## src/logic/fault_resp_pkg.sv

```systemverilog
package fault_resp_pkg;
  localparam int          NUM_FLAGS      = 8;
  localparam int          FLAG_EXT       = 7;
  localparam int          CLK_HZ         = 40_000_000;
  // register offsets (word index on the plain port)
  localparam logic [3:0]  OFS_CFG0       = 4'h0;
  localparam logic [3:0]  OFS_CFG1       = 4'h1;
  localparam logic [3:0]  OFS_CFG2       = 4'h2;
  localparam logic [3:0]  OFS_CFG3       = 4'h3;
  localparam logic [3:0]  OFS_DELAY_EXT  = 4'h6;
  localparam logic [3:0]  OFS_FLAG_STAT  = 4'h8;
  localparam logic [3:0]  OFS_IRQ_STAT   = 4'h9;
  localparam logic [3:0]  OFS_IRQ_EN     = 4'ha;
  localparam logic [3:0]  OFS_IRQ_CLR    = 4'hb;
  localparam logic [3:0]  OFS_CHAN_STAT  = 4'hc;
  // field positions
  localparam int          ACT_LSB        = 2;
  localparam int          CLR_LSB        = 0;
  localparam int          DLY_LSB        = 6;
  localparam int          OV_IGNORE_BIT  = 5;
  localparam int          OV_DEB_BIT     = 4;
  // reset values
  localparam logic [7:0]  CFG_RST        = 8'h00;
  localparam logic [7:0]  DELAY_EXT_RST  = 8'h00;
  // action and after-clear codes
  localparam logic [1:0]  ACT_NONE       = 2'h0;
  localparam logic [1:0]  ACT_CHAN_A     = 2'h1;
  localparam logic [1:0]  ACT_CHAN_B     = 2'h2;
  localparam logic [1:0]  ACT_ALL        = 2'h3;
  localparam logic [1:0]  CLR_DELAYED    = 2'h0;
  localparam logic [1:0]  CLR_IMMEDIATE  = 2'h1;
  // times
  localparam int          DLY_MS_0       = 250;
  localparam int          DLY_MS_1       = 500;
  localparam int          DLY_MS_2       = 1000;
  localparam int          DLY_MS_3       = 2000;
  localparam int          OV_DEB_LONG_US = 500;
  localparam int          OV_DEB_SHORT_US = 2;
  localparam int          TICK_US        = 1000;
  localparam int          TICK_CYCLES    = CLK_HZ / 1_000_000 * TICK_US;
  localparam int          OV_DEB_LONG_CYC  = CLK_HZ / 1_000_000 * OV_DEB_LONG_US;
  localparam int          OV_DEB_SHORT_CYC = CLK_HZ / 1_000_000 * OV_DEB_SHORT_US;
endpackage

```

## src/logic/flag_restart.sv

```systemverilog
`timescale 1ns/1ps
module flag_restart
  import fault_resp_pkg::*;
(
  input  wire logic        mclk,
  input  wire logic        rstn,
  input  wire logic        flag,
  input  wire logic [1:0]  clr_mode,
  input  wire logic [15:0] delay_ticks,
  input  wire logic        tick,
  input  wire logic        power_on_request,
  output logic             hold,
  output logic             want_soft_start
);
  typedef enum logic [1:0] {S_IDLE, S_ACTIVE, S_DELAY, S_WAIT_PON} state_e_t;
  typedef struct packed {
    state_e_t    st;
    logic [15:0] cnt;
    logic        ss;
  } st_t;
  st_t q, d;

  always_comb begin
    d = q;
    d.ss = 1'b0;
    unique case (q.st)
      S_IDLE: begin
        if (flag) begin
          d.st = S_ACTIVE;
        end
      end
      S_ACTIVE: begin
        if (!flag) begin
          d.cnt = 16'h0000;
          if (clr_mode == CLR_DELAYED) begin
            d.st = S_DELAY;
          end else if (clr_mode == CLR_IMMEDIATE) begin
            d.st = S_IDLE;
          end else begin
            d.st = S_WAIT_PON;
          end
        end
      end
      S_DELAY: begin
        if (flag) begin
          d.st = S_ACTIVE;
        end else if (q.cnt >= delay_ticks) begin
          d.st = S_IDLE;
          d.ss = 1'b1;
        end else if (tick) begin
          d.cnt = q.cnt + 16'h0001;
        end
      end
      S_WAIT_PON: begin
        if (flag) begin
          d.st = S_ACTIVE;
        end else if (power_on_request) begin
          d.st = S_IDLE;
          d.ss = 1'b1;
        end
      end
    endcase
  end

  always_ff @(posedge mclk or negedge rstn) begin
    if (!rstn) begin
      q <= '{st: S_IDLE, cnt: 16'h0000, ss: 1'b0};
    end else begin
      q <= d;
    end
  end

  assign hold            = (q.st != S_IDLE);
  assign want_soft_start = q.ss;
endmodule

```

## src/logic/fault_response_ctrl.sv

```systemverilog
// Chosen here: the placing of the registers and the strobed register port.
`timescale 1ns/1ps
// Summary of operation
// - action 00 none, 01 stop channel a, 10 stop channel b, 11 stop all
// - after-clear 00: wait reenable delay, then restart with soft start
// - after-clear 01: restart at once, no soft start
// - after-clear 10/11: stay off until power-on request
// - global delay code 00 250ms, 01 500ms, 10 1s, 11 2s
// - ignore bit holds supply overvoltage flag cleared; else condition sets it
// - enabled supply overvoltage flag clearing after set restarts whole part
// - debounce bit: 0 needs 500us, 1 needs 2us of condition
// - external fault input has own action field, same encoding
// - external fault input has own after-clear field, same encoding
// - each fault flag and the external input owns one nibble (action and after-clear fields); the supply overvoltage flag owns none
module fault_response_ctrl
  import fault_resp_pkg::*;
#(
  parameter int OV_LONG_CYC  = OV_DEB_LONG_CYC,
  parameter int TICK_CYC     = TICK_CYCLES
) (
  input  wire logic                 mclk,
  input  wire logic                 rstn,
  input  wire logic [3:0]           addr,
  input  wire logic [7:0]           wdata,
  input  wire logic                 wr_stb,
  input  wire logic                 rd_stb,
  output logic      [7:0]           rdata,
  input  wire logic [NUM_FLAGS-2:0] fault_flags,
  input  wire logic                 external_fault_input,
  input  wire logic                 supply_overvoltage_cond,
  input  wire logic                 power_on_request,
  output logic                      chan_a_disable,
  output logic                      chan_b_disable,
  output logic                      chan_c_disable,
  output logic                      soft_start_req,
  output logic                      part_restart,
  output logic                      supply_overvoltage_flag,
  output logic                      irq
);
  typedef struct packed {
    logic [3:0][7:0]          cfg;
    logic [7:0]               dext;
    logic [31:0]              ov_cnt;
    logic                     ov_flag;
    logic [31:0]              pre;
    logic                     tick;
    logic [3:0]               ist;
    logic [3:0]               ien;
    logic [NUM_FLAGS-1:0]     flags_prev;
    logic [7:0]               rdata;
    logic                     dis_a;
    logic                     dis_b;
    logic                     dis_c;
    logic                     ss;
    logic                     restart;
    logic                     irq;
  } st_t;
  st_t q, d;

  logic [NUM_FLAGS-1:0] flags;
  logic [NUM_FLAGS-1:0] hold;
  logic [NUM_FLAGS-1:0] ss_req;
  logic [15:0]          delay_ticks;
  logic [NUM_FLAGS-1:0][3:0] nib;

  function automatic logic [3:0] nibble(input logic [3:0][7:0] c, input logic [7:0] e,
                                        input int i);
    if (i == FLAG_EXT) begin
      return e[3:0];
    end
    return i[0] ? c[i/2][7:4] : c[i/2][3:0];
  endfunction

  function automatic logic [15:0] ticks_for(input logic [1:0] code);
    unique case (code)
      2'h0: return 16'(DLY_MS_0);
      2'h1: return 16'(DLY_MS_1);
      2'h2: return 16'(DLY_MS_2);
      2'h3: return 16'(DLY_MS_3);
    endcase
  endfunction

  assign flags       = {external_fault_input, fault_flags};
  assign delay_ticks = ticks_for(q.dext[DLY_LSB +: 2]);

  for (genvar g = 0; g < NUM_FLAGS; g++) begin : g_flag
    // decoded once per flag, shared by restarter and action logic
    assign nib[g] = nibble(q.cfg, q.dext, g);
    flag_restart u_rst (
      .mclk             (mclk),
      .rstn             (rstn),
      .flag             (flags[g]),
      .clr_mode         (nib[g][CLR_LSB +: 2]),
      .delay_ticks      (delay_ticks),
      .tick             (q.tick),
      .power_on_request (power_on_request),
      .hold             (hold[g]),
      .want_soft_start  (ss_req[g])
    );
  end

  always_comb begin
    logic [1:0] act;
    logic       a;
    logic       b;
    logic       c;
    logic [3:0] ev;
    act = 2'h0;
    ev = 4'h0;
    a = 1'b0;
    b = 1'b0;
    c = 1'b0;
    d = q;
    // prescaler: a 1 ms tick keeps the delay counters narrow
    d.tick = 1'b0;
    if (q.pre >= 32'(TICK_CYC - 1)) begin
      d.pre  = 32'h0000_0000;
      d.tick = 1'b1;
    end else begin
      d.pre = q.pre + 32'h0000_0001;
    end
    // supply overvoltage debounce
    if (q.dext[OV_IGNORE_BIT]) begin
      d.ov_flag = 1'b0;
      d.ov_cnt  = 32'h0000_0000;
    end else if (!supply_overvoltage_cond) begin
      d.ov_cnt  = 32'h0000_0000;
      d.ov_flag = 1'b0;
    end else if (q.ov_cnt >= 32'(q.dext[OV_DEB_BIT] ? OV_DEB_SHORT_CYC : OV_LONG_CYC) - 1) begin
      d.ov_flag = 1'b1;
    end else begin
      d.ov_cnt = q.ov_cnt + 32'h0000_0001;
    end
    d.restart = q.ov_flag && !d.ov_flag && !q.dext[OV_IGNORE_BIT];
    // channel disables from held flags
    for (int i = 0; i < NUM_FLAGS; i++) begin
      act = nib[i][ACT_LSB +: 2];
      if (hold[i] || flags[i]) begin
        a = a | (act == ACT_CHAN_A) | (act == ACT_ALL);
        b = b | (act == ACT_CHAN_B) | (act == ACT_ALL);
        c = c | (act == ACT_ALL);
      end
    end
    d.dis_a = a;
    d.dis_b = b;
    d.dis_c = c;
    d.ss    = |ss_req;
    d.flags_prev = flags;
    // events: new flag, soft start, part restart, ov flag set
    ev = {d.ov_flag & ~q.ov_flag, d.restart, d.ss, |(flags & ~q.flags_prev)};
    // register bus
    d.rdata = 8'h00;
    if (wr_stb) begin
      unique case (addr)
        OFS_CFG0, OFS_CFG1, OFS_CFG2, OFS_CFG3: d.cfg[addr[1:0]] = wdata;
        OFS_DELAY_EXT: d.dext = wdata;
        OFS_IRQ_EN:    d.ien  = wdata[3:0];
        OFS_IRQ_CLR:   d.ist  = q.ist & ~wdata[3:0];
        default: ;
      endcase
    end
    d.ist = d.ist | ev; // set wins over clear
    if (rd_stb) begin
      unique case (addr)
        OFS_CFG0, OFS_CFG1, OFS_CFG2, OFS_CFG3: d.rdata = q.cfg[addr[1:0]];
        OFS_DELAY_EXT: d.rdata = q.dext;
        OFS_FLAG_STAT: d.rdata = flags;
        OFS_IRQ_STAT:  d.rdata = {4'h0, q.ist};
        OFS_IRQ_EN:    d.rdata = {4'h0, q.ien};
        OFS_CHAN_STAT: d.rdata = {4'h0, q.ov_flag, q.dis_c, q.dis_b, q.dis_a};
        default:       d.rdata = 8'h00;
      endcase
    end
    d.irq = |(d.ist & d.ien);
  end

  always_ff @(posedge mclk or negedge rstn) begin
    if (!rstn) begin
      q      <= '0;
      q.cfg  <= {4{CFG_RST}};
      q.dext <= DELAY_EXT_RST;
    end else begin
      q <= d;
    end
  end

  assign rdata                   = q.rdata;
  assign chan_a_disable          = q.dis_a;
  assign chan_b_disable          = q.dis_b;
  assign chan_c_disable          = q.dis_c;
  assign soft_start_req          = q.ss;
  assign part_restart            = q.restart;
  assign supply_overvoltage_flag = q.ov_flag;
  assign irq                     = q.irq;
endmodule

```

## config.mk

```make
export PLATFORM = sky130hd
export DESIGN_NAME = fault_response_ctrl
export DESIGN_NICKNAME = d
export VERILOG_FILES = /design/src/logic/fault_resp_pkg.sv /design/src/logic/flag_restart.sv /design/src/logic/fault_response_ctrl.sv
export SDC_FILE = /design/constraint.sdc
export NUM_CORES = 1
export LEC_CHECK = 0
export BUFFER_PORTS_ARGS = -buffer_cell sky130_fd_sc_hd__buf_2
export CAP_MARGIN = 10
export CORE_MARGIN = 1.5
export CORE_UTILIZATION = 60
export DETAILED_ROUTE_END_ITERATION = 8
export PLACE_DENSITY_LB_ADDON = 0.08
export SYNTH_ARGS = -nofsm -noshare
export SYNTH_HDL_FRONTEND = slang
export SYNTH_SLANG_ARGS = --single-unit
export TNS_END_PERCENT = 30
```

## constraint.sdc

```tcl
create_clock -name mclk -period 3.4 [get_ports mclk]
set_input_delay 0.68 -clock mclk [delete_from_list [all_inputs] [get_ports mclk]]
set_output_delay 0.68 -clock mclk [all_outputs]
set_load 0.005 [all_outputs]
```

# Word-level counts from Yosys, hierarchy flattened
# Index checks and enable logic that the tools add are counted.
[word_totals]
register_bits = 288
word_cells = 469
[op_classes]
addsub = 11
n_lt_le_gt_ge = 12
eq_ne = 125
n_mux = 164
bitwise = 45
reduce_logical = 69
[op_table]
columns = ["operator", "n"]
rows = [
  ["two-way mux 16 bit", 16],
  ["one-hot mux 16 bit (2 select lines)", 8],
  ["two-way mux 18 bit", 8],
  ["two-way mux 17 bit", 8],
  ["adder 16 x 1 -> 16 bit, second input constant", 8],
  [">= comparator 16 bit", 8],
  ["two-way mux 2 bit", 49],
  ["!= test 2 bit, second input constant", 40],
  ["== test 2 bit, second input constant", 34],
  ["two-way mux 33 bit", 2],
  ["adder 32 x 1 -> 32 bit, second input constant", 2],
  ["two-way mux 32 bit", 2],
  ["one-hot mux 16 bit (4 select lines)", 1],
  ["one-hot mux 2 bit (4 select lines)", 8],
  ["== test 2 x 1 -> 1 bit, second input constant", 25],
  ["one-hot mux 8 bit (6 select lines)", 1],
  ["two-way mux 1 bit", 43],
  ["AND reduction 5 bit", 8],
  ["bitwise OR 1 bit", 37],
  ["logical NOT 2 bit", 17],
  ["bitwise mux 32 bit", 1],
  [">= comparator 32 x 16 -> 1 bit, second input constant", 1],
  [">= comparator 32 bit", 1],
  ["two-way mux 8 bit", 4],
  ["other kinds (30)", 94],
]

# Longest topological paths before layout
[depth]
depth_word = 24
mapped_depth = 11
depth_no_buf = 9

# Hierarchy
# A second synthesis with hierarchy kept.
[hier_totals]
cells_unflattened = 1884
area_unflattened_um2 = 18137.4
[by_module_without_submodules]
columns = ["module", "instances", "cells_each", "area_each_um2", "seq_area_each_um2"]
rows = [
  ["flag_restart at g_flag[0].u_rst ...", 7, 167, 1493.9, 475.5],
  ["fault_response_ctrl", 1, 538, 6127.1, 3403.3],
  ["flag_restart at g_flag[7].u_rst", 1, 177, 1552.7, 475.5],
]

# Worst setup path before layout
# No wires, ideal clock.
[synth_path]
kind = "register to register"
start = "reg q[102] (netlist bit)"
end = "reg g_flag[6].u_rst.q[11] (netlist bit)"
setup_time_ns = 0.084
arrival_ns = 3.018
t_required_ns = 3.316
path_slack_ns = 0.298
path_stages_with_launch = 9
path_cell_list = "dfrtp_1 nor2_1 ha_1 and3_1 nor3b_1 a2111oi_2 nand3_1 or4_1 a21boi_0"
[synth_via]
elab_chain_cells = 5
word_cells_on_any_way = 8
classes_between = "order compare: 1; eq/ne: 4; mux: 1; reduce/logical: 2"
[synth_rtl]
columns = ["element", "line", "source"]
rows = [
  ["from (decl)", "fault_response_ctrl.sv:58", "st_t q, d;"],
  ["== test 2 bit (tied with other cells)", "n/a", ""],
  ["one-hot mux 16 bit (4 select lines) (*)", "fault_response_ctrl.sv:75", "unique case (code)"],
  [">= comparator 16 bit (*)", "flag_restart.sv:47", "end else if (q.cnt >= delay_ticks) begin"],
  ["!= test 2 bit (no line) (*)", "n/a", ""],
  ["AND reduction 5 bit (no line) (*)", "n/a", ""],
  ["to (signal assigned)", "flag_restart.sv:67", "q <= '{st: S_IDLE, cnt: 16'h0000, ss: 1'b0};"],
  ["to (decl)", "flag_restart.sv:21", "st_t q, d;"],
]
# Mark *: on every way between the ends. The rest lies on a longest branch, timed or not. The select of a mux whose other input is x is not followed.
# A chain may end at the register's enable or synchronous reset.

# Worst setup path in the final report
[layout_path]
start = "reg q[103] (netlist bit)"
end = "reg g_flag[3].u_rst.q[1] (netlist bit)"
[layout_via]
elab_chain_cells = 5
word_cells_on_any_way = 8
classes_between = "order compare: 1; eq/ne: 4; mux: 1; reduce/logical: 2"
[layout_rtl]
columns = ["element", "line"]
rows = [
  ["== test 2 bit (tied with other cells)", "n/a"],
  ["one-hot mux 16 bit (4 select lines) (*)", "fault_response_ctrl.sv:75"],
  [">= comparator 16 bit (*)", "flag_restart.sv:47"],
  ["!= test 2 bit (no line) (*)", "n/a"],
  ["AND reduction 5 bit (no line) (*)", "n/a"],
  ["to (signal assigned)", "flag_restart.sv:67"],
  ["to (decl)", "flag_restart.sv:21"],
]
# Marks and branches as above.

==> results_dict.tcl <==
set metrics [dict create \
    relSlewSlack_pct 43.53 \
    fin_skew_ns 0.02216 \
    row_count 57 \
    syn_area_per_cell_um2 10.44 \
    cts_tree "built" \
    seqPwrFrac_pct 45.5 \
    globalplace.congestion 0.9062 \
    maxCapViolCount 0 \
    finalSetupTns_ns 0 \
    drive_gt1_share_pct 13.23 \
    worst-path-max-fanout 14 \
    hold_viol 0 \
    min_path_type "input port to async pin" \
    num_io_pins 41 \
    p_per_area_nw_per_um2 531.5 \
    leakage_nw 7.588 \
    slew_viol_final 0 \
    grt-ovfl-total 0 \
    n_fill_cell 1924 \
    drc 0 \
    layout_commonest_cell "dfrtp_1" \
    cp-start-kind "flip-flop" \
    switching_power_mw 2.427 \
    grtUsageTotal_pct 27.16 \
    setup_violations 0 \
    ir_worst_vdd_mv 0.4757 \
    cp.required_ns 3.88 \
    core_area_um2 24250 \
    netlist_area_um2 14750 \
    antenna_found_initial 0 \
    vias_per_cell 6.148 \
    cts_sinks 288 \
    max_stage_delay_ns 0.48 \
    max_freq_ghz 0.3224 \
    internal_power_mw 6.304 \
    vias 11200 \
    synth_ff_type "dfrtp_1" \
    post_cts_resized 0 \
    crit_slowest_cell "o21a_1" \
    initial_core_util_pct 60.81 \
    post-route-period-util_pct 91.23 \
    yosys_register_bits 288 \
    grt_pass1_vias 10750 \
    status "finished clean" \
    cts_root_buf "clkbuf_16" \
    async_flop_share_pct 100.0 \
    io_buffers 40 \
    post_cts_buffers 0 \
    arrival_ns 3.59 \
    first_pass_iters 6 \
    ant_nets 0 \
    combPwrFrac_pct 15.0 \
    syn2layout_area_growth_pct 11.40 \
    final_cell_mix "dfrtp_1, nand2_1, nor2_1" \
    die_area_um2 25520 \
    wire_per_inst_um 18.54 \
    synth-seq-area-share_pct 48.88 \
    syn_inst 1413 \
    period_minus_slack_ns 3.102 \
    routed_wl_um 33770 \
    cp_cell_sequence "inv_1 > buf_4 > ha_1 > a21o_1 > a2111oi_0 > o21a_1 > nand2_1 > o41a_1 > o22ai_1" \
    clk_latency_ns 0.58 \
    clkPwrFrac_pct 39.5 \
    synth_edf_count 0 \
    crit_type "flip-flop to flip-flop" \
    critPathCaptureType "flip-flop" \
    place_hpwl_um 23630 \
    cts_buffers 31 \
    tightest_slew_ns 0.8452 \
    clk_pin_slew_ns 0.06 \
    antennaDiodeCount 0 \
    rrSetupSlack_ns 0.30 \
    rsz0062_at_grt "false" \
    drt_iter0_drc 1040 \
    grt_pass1_wl_um 55830 \
    fin_nets 1579 \
    cts_htree_levels 1 \
    fp.dieW_um 159.8 \
    holdWs_ns 0.08347 \
    dieHeight_um 159.8 \
    switching_share_pct 27.80 \
    hold_buffers 0 \
    clock_path_buffers 3 \
    grt_max_degree 83 \
    yosysWarnings 0 \
    synth_cell_types 78 \
]
state kept, by name (all words and copies together), names as in the netlist:
| register | cells |
|---|---|
| g_flag.u_rst.want_soft_start | 8 |
| nib | 32 |
| part_restart | 1 |
| irq | 1 |
| chan_a_disable | 1 |
| chan_b_disable | 1 |
| supply_overvoltage_flag | 1 |
| g_flag.u_rst.q | 144 |
| rdata | 8 |
| q | 89 |
| soft_start_req | 1 |
| chan_c_disable | 1 |
per-layer routing:
layer  part of all wire [%]  GRT usage, %  vias up
li1                       -             -     5316
met1                     45         38.70     5506
met2                     47         43.89      323
met3                    5.5         3.792       51
met4                    2.3         7.461        0
met5                      0             0        -
power by group through the flow:
stage          Clock, mW  Sequential (mW)  Combinational, mW
2_1_floorplan          0             3.91              0.899
3_3_place_gp           0             4.02               1.27
3_5_place_dp           0             4.02               1.30
4_1_cts             3.50             3.96               1.31
5_1_grt             3.62             4.01               1.47
6_report            3.45             3.98               1.31
worst max-delay path: cells and delay by family, from the launching register on:
family / cells / cell delay (ns)
AO/OA/AOI/OAI: 5 / 1.65
adder cells (fa/ha/maj): 1 / 0.24
buffers and inverters: 2 / 0.53
flip-flops: 1 / 0.42
AND/OR/NAND/NOR: 1 / 0.17
cell type report:
| cell class | instances | area (µm²) | share of cell area (%) |
|---|---|---|---|
| Multi-Input combinational cell | 1032 | 7128 | 43.39 |
| Inverter | 54 | 202.7 | 1.234 |
| Clock buffer | 45 | 908.4 | 5.530 |
| Sequential cell | 288 | 7207 | 43.87 |
| Tap cell | 324 | 405.4 | 2.468 |
| Clock inverter | 12 | 145.1 | 0.8835 |
| Timing Repair Buffer | 66 | 430.4 | 2.620 |
Yosys cell counts (4+ instances only):
library cell / instances / area, µm²
a2111oi_0: 5 / 43.79
a211o_1: 4 / 35.03
a21o_1: 27 / 202.7
a21oi_1: 58 / 290.3
a221oi_1: 6 / 52.55
a22o_1: 6 / 52.55
a22oi_1: 5 / 37.54
a31oi_1: 7 / 43.79
a32oi_1: 5 / 43.79
and2_1: 55 / 344.1
and3_1: 27 / 168.9
buf_4: 8 / 60.06
buf_6: 4 / 45.04
clkbuf_1: 38 / 142.6
dfrtp_1: 288 / 7207
ha_1: 80 / 1001
inv_1: 54 / 202.7
mux2_2: 46 / 518.0
mux2i_1: 22 / 220.2
mux4_2: 8 / 180.2
nand2_1: 117 / 439.2
nand2b_1: 20 / 125.1
nand3_1: 78 / 390.4
nand3_2: 4 / 40.04
nand4_1: 32 / 200.2
nor2_1: 94 / 352.8
nor2b_1: 13 / 81.33
nor3_1: 13 / 65.06
nor3b_1: 6 / 45.04
nor4_1: 19 / 118.9
o211ai_1: 18 / 135.1
o21a_1: 8 / 60.06
o21ai_0: 55 / 275.3
o22ai_1: 4 / 25.02
o31a_1: 6 / 52.55
o31ai_1: 39 / 292.8
or2_2: 5 / 31.28
or3_1: 13 / 81.33
or4_1: 29 / 217.7
xnor2_1: 7 / 61.31
xor2_1: 16 / 140.1
path summary, 6_finish.rpt:
check / end / cells past startpoint / from
worst min-delay path: g_flag[0].u_rst.q[9] / 1 / rstn
min in group mclk: q[15] / 1 / fault_flags[1]
worst max-delay path: g_flag[3].u_rst.q[1] / 9 / q[103]
max in group asynchronous: q[35] / 2 / rstn
worst min register to register: g_flag[7].u_rst.q[12] / 1 / g_flag[7].u_rst.q[12]
worst max register to register: g_flag[3].u_rst.q[1] / 9 / q[103]
per-stage QoR:
step	instances	total power [mW]	cell area (µm²)	utilization (%)	setup WS (ns)
after detailed placement	1764	5.325	15370	63.40	0.3504
after CTS	1821	8.777	16430	67.75	0.3365
final	1821	8.731	16430	67.75	0.2981
after global placement	1764	5.284	15370	63.40	0.4454
after global routing	1821	9.103	16430	67.75	0.05399
after floorplan	1428	4.813	14800	-	0.2979
cell families after synthesis:
family | share of synthesized area (%)
simple gates | 19.52
compound gates | 14.03
flops | 48.88
buf+inv | 3.165
fa+ha+maj | 6.788
mux | 6.228
xor+xnor | 1.366
other cells | 0.02543
No activity file was read; power rests on OpenSTA's default activity.
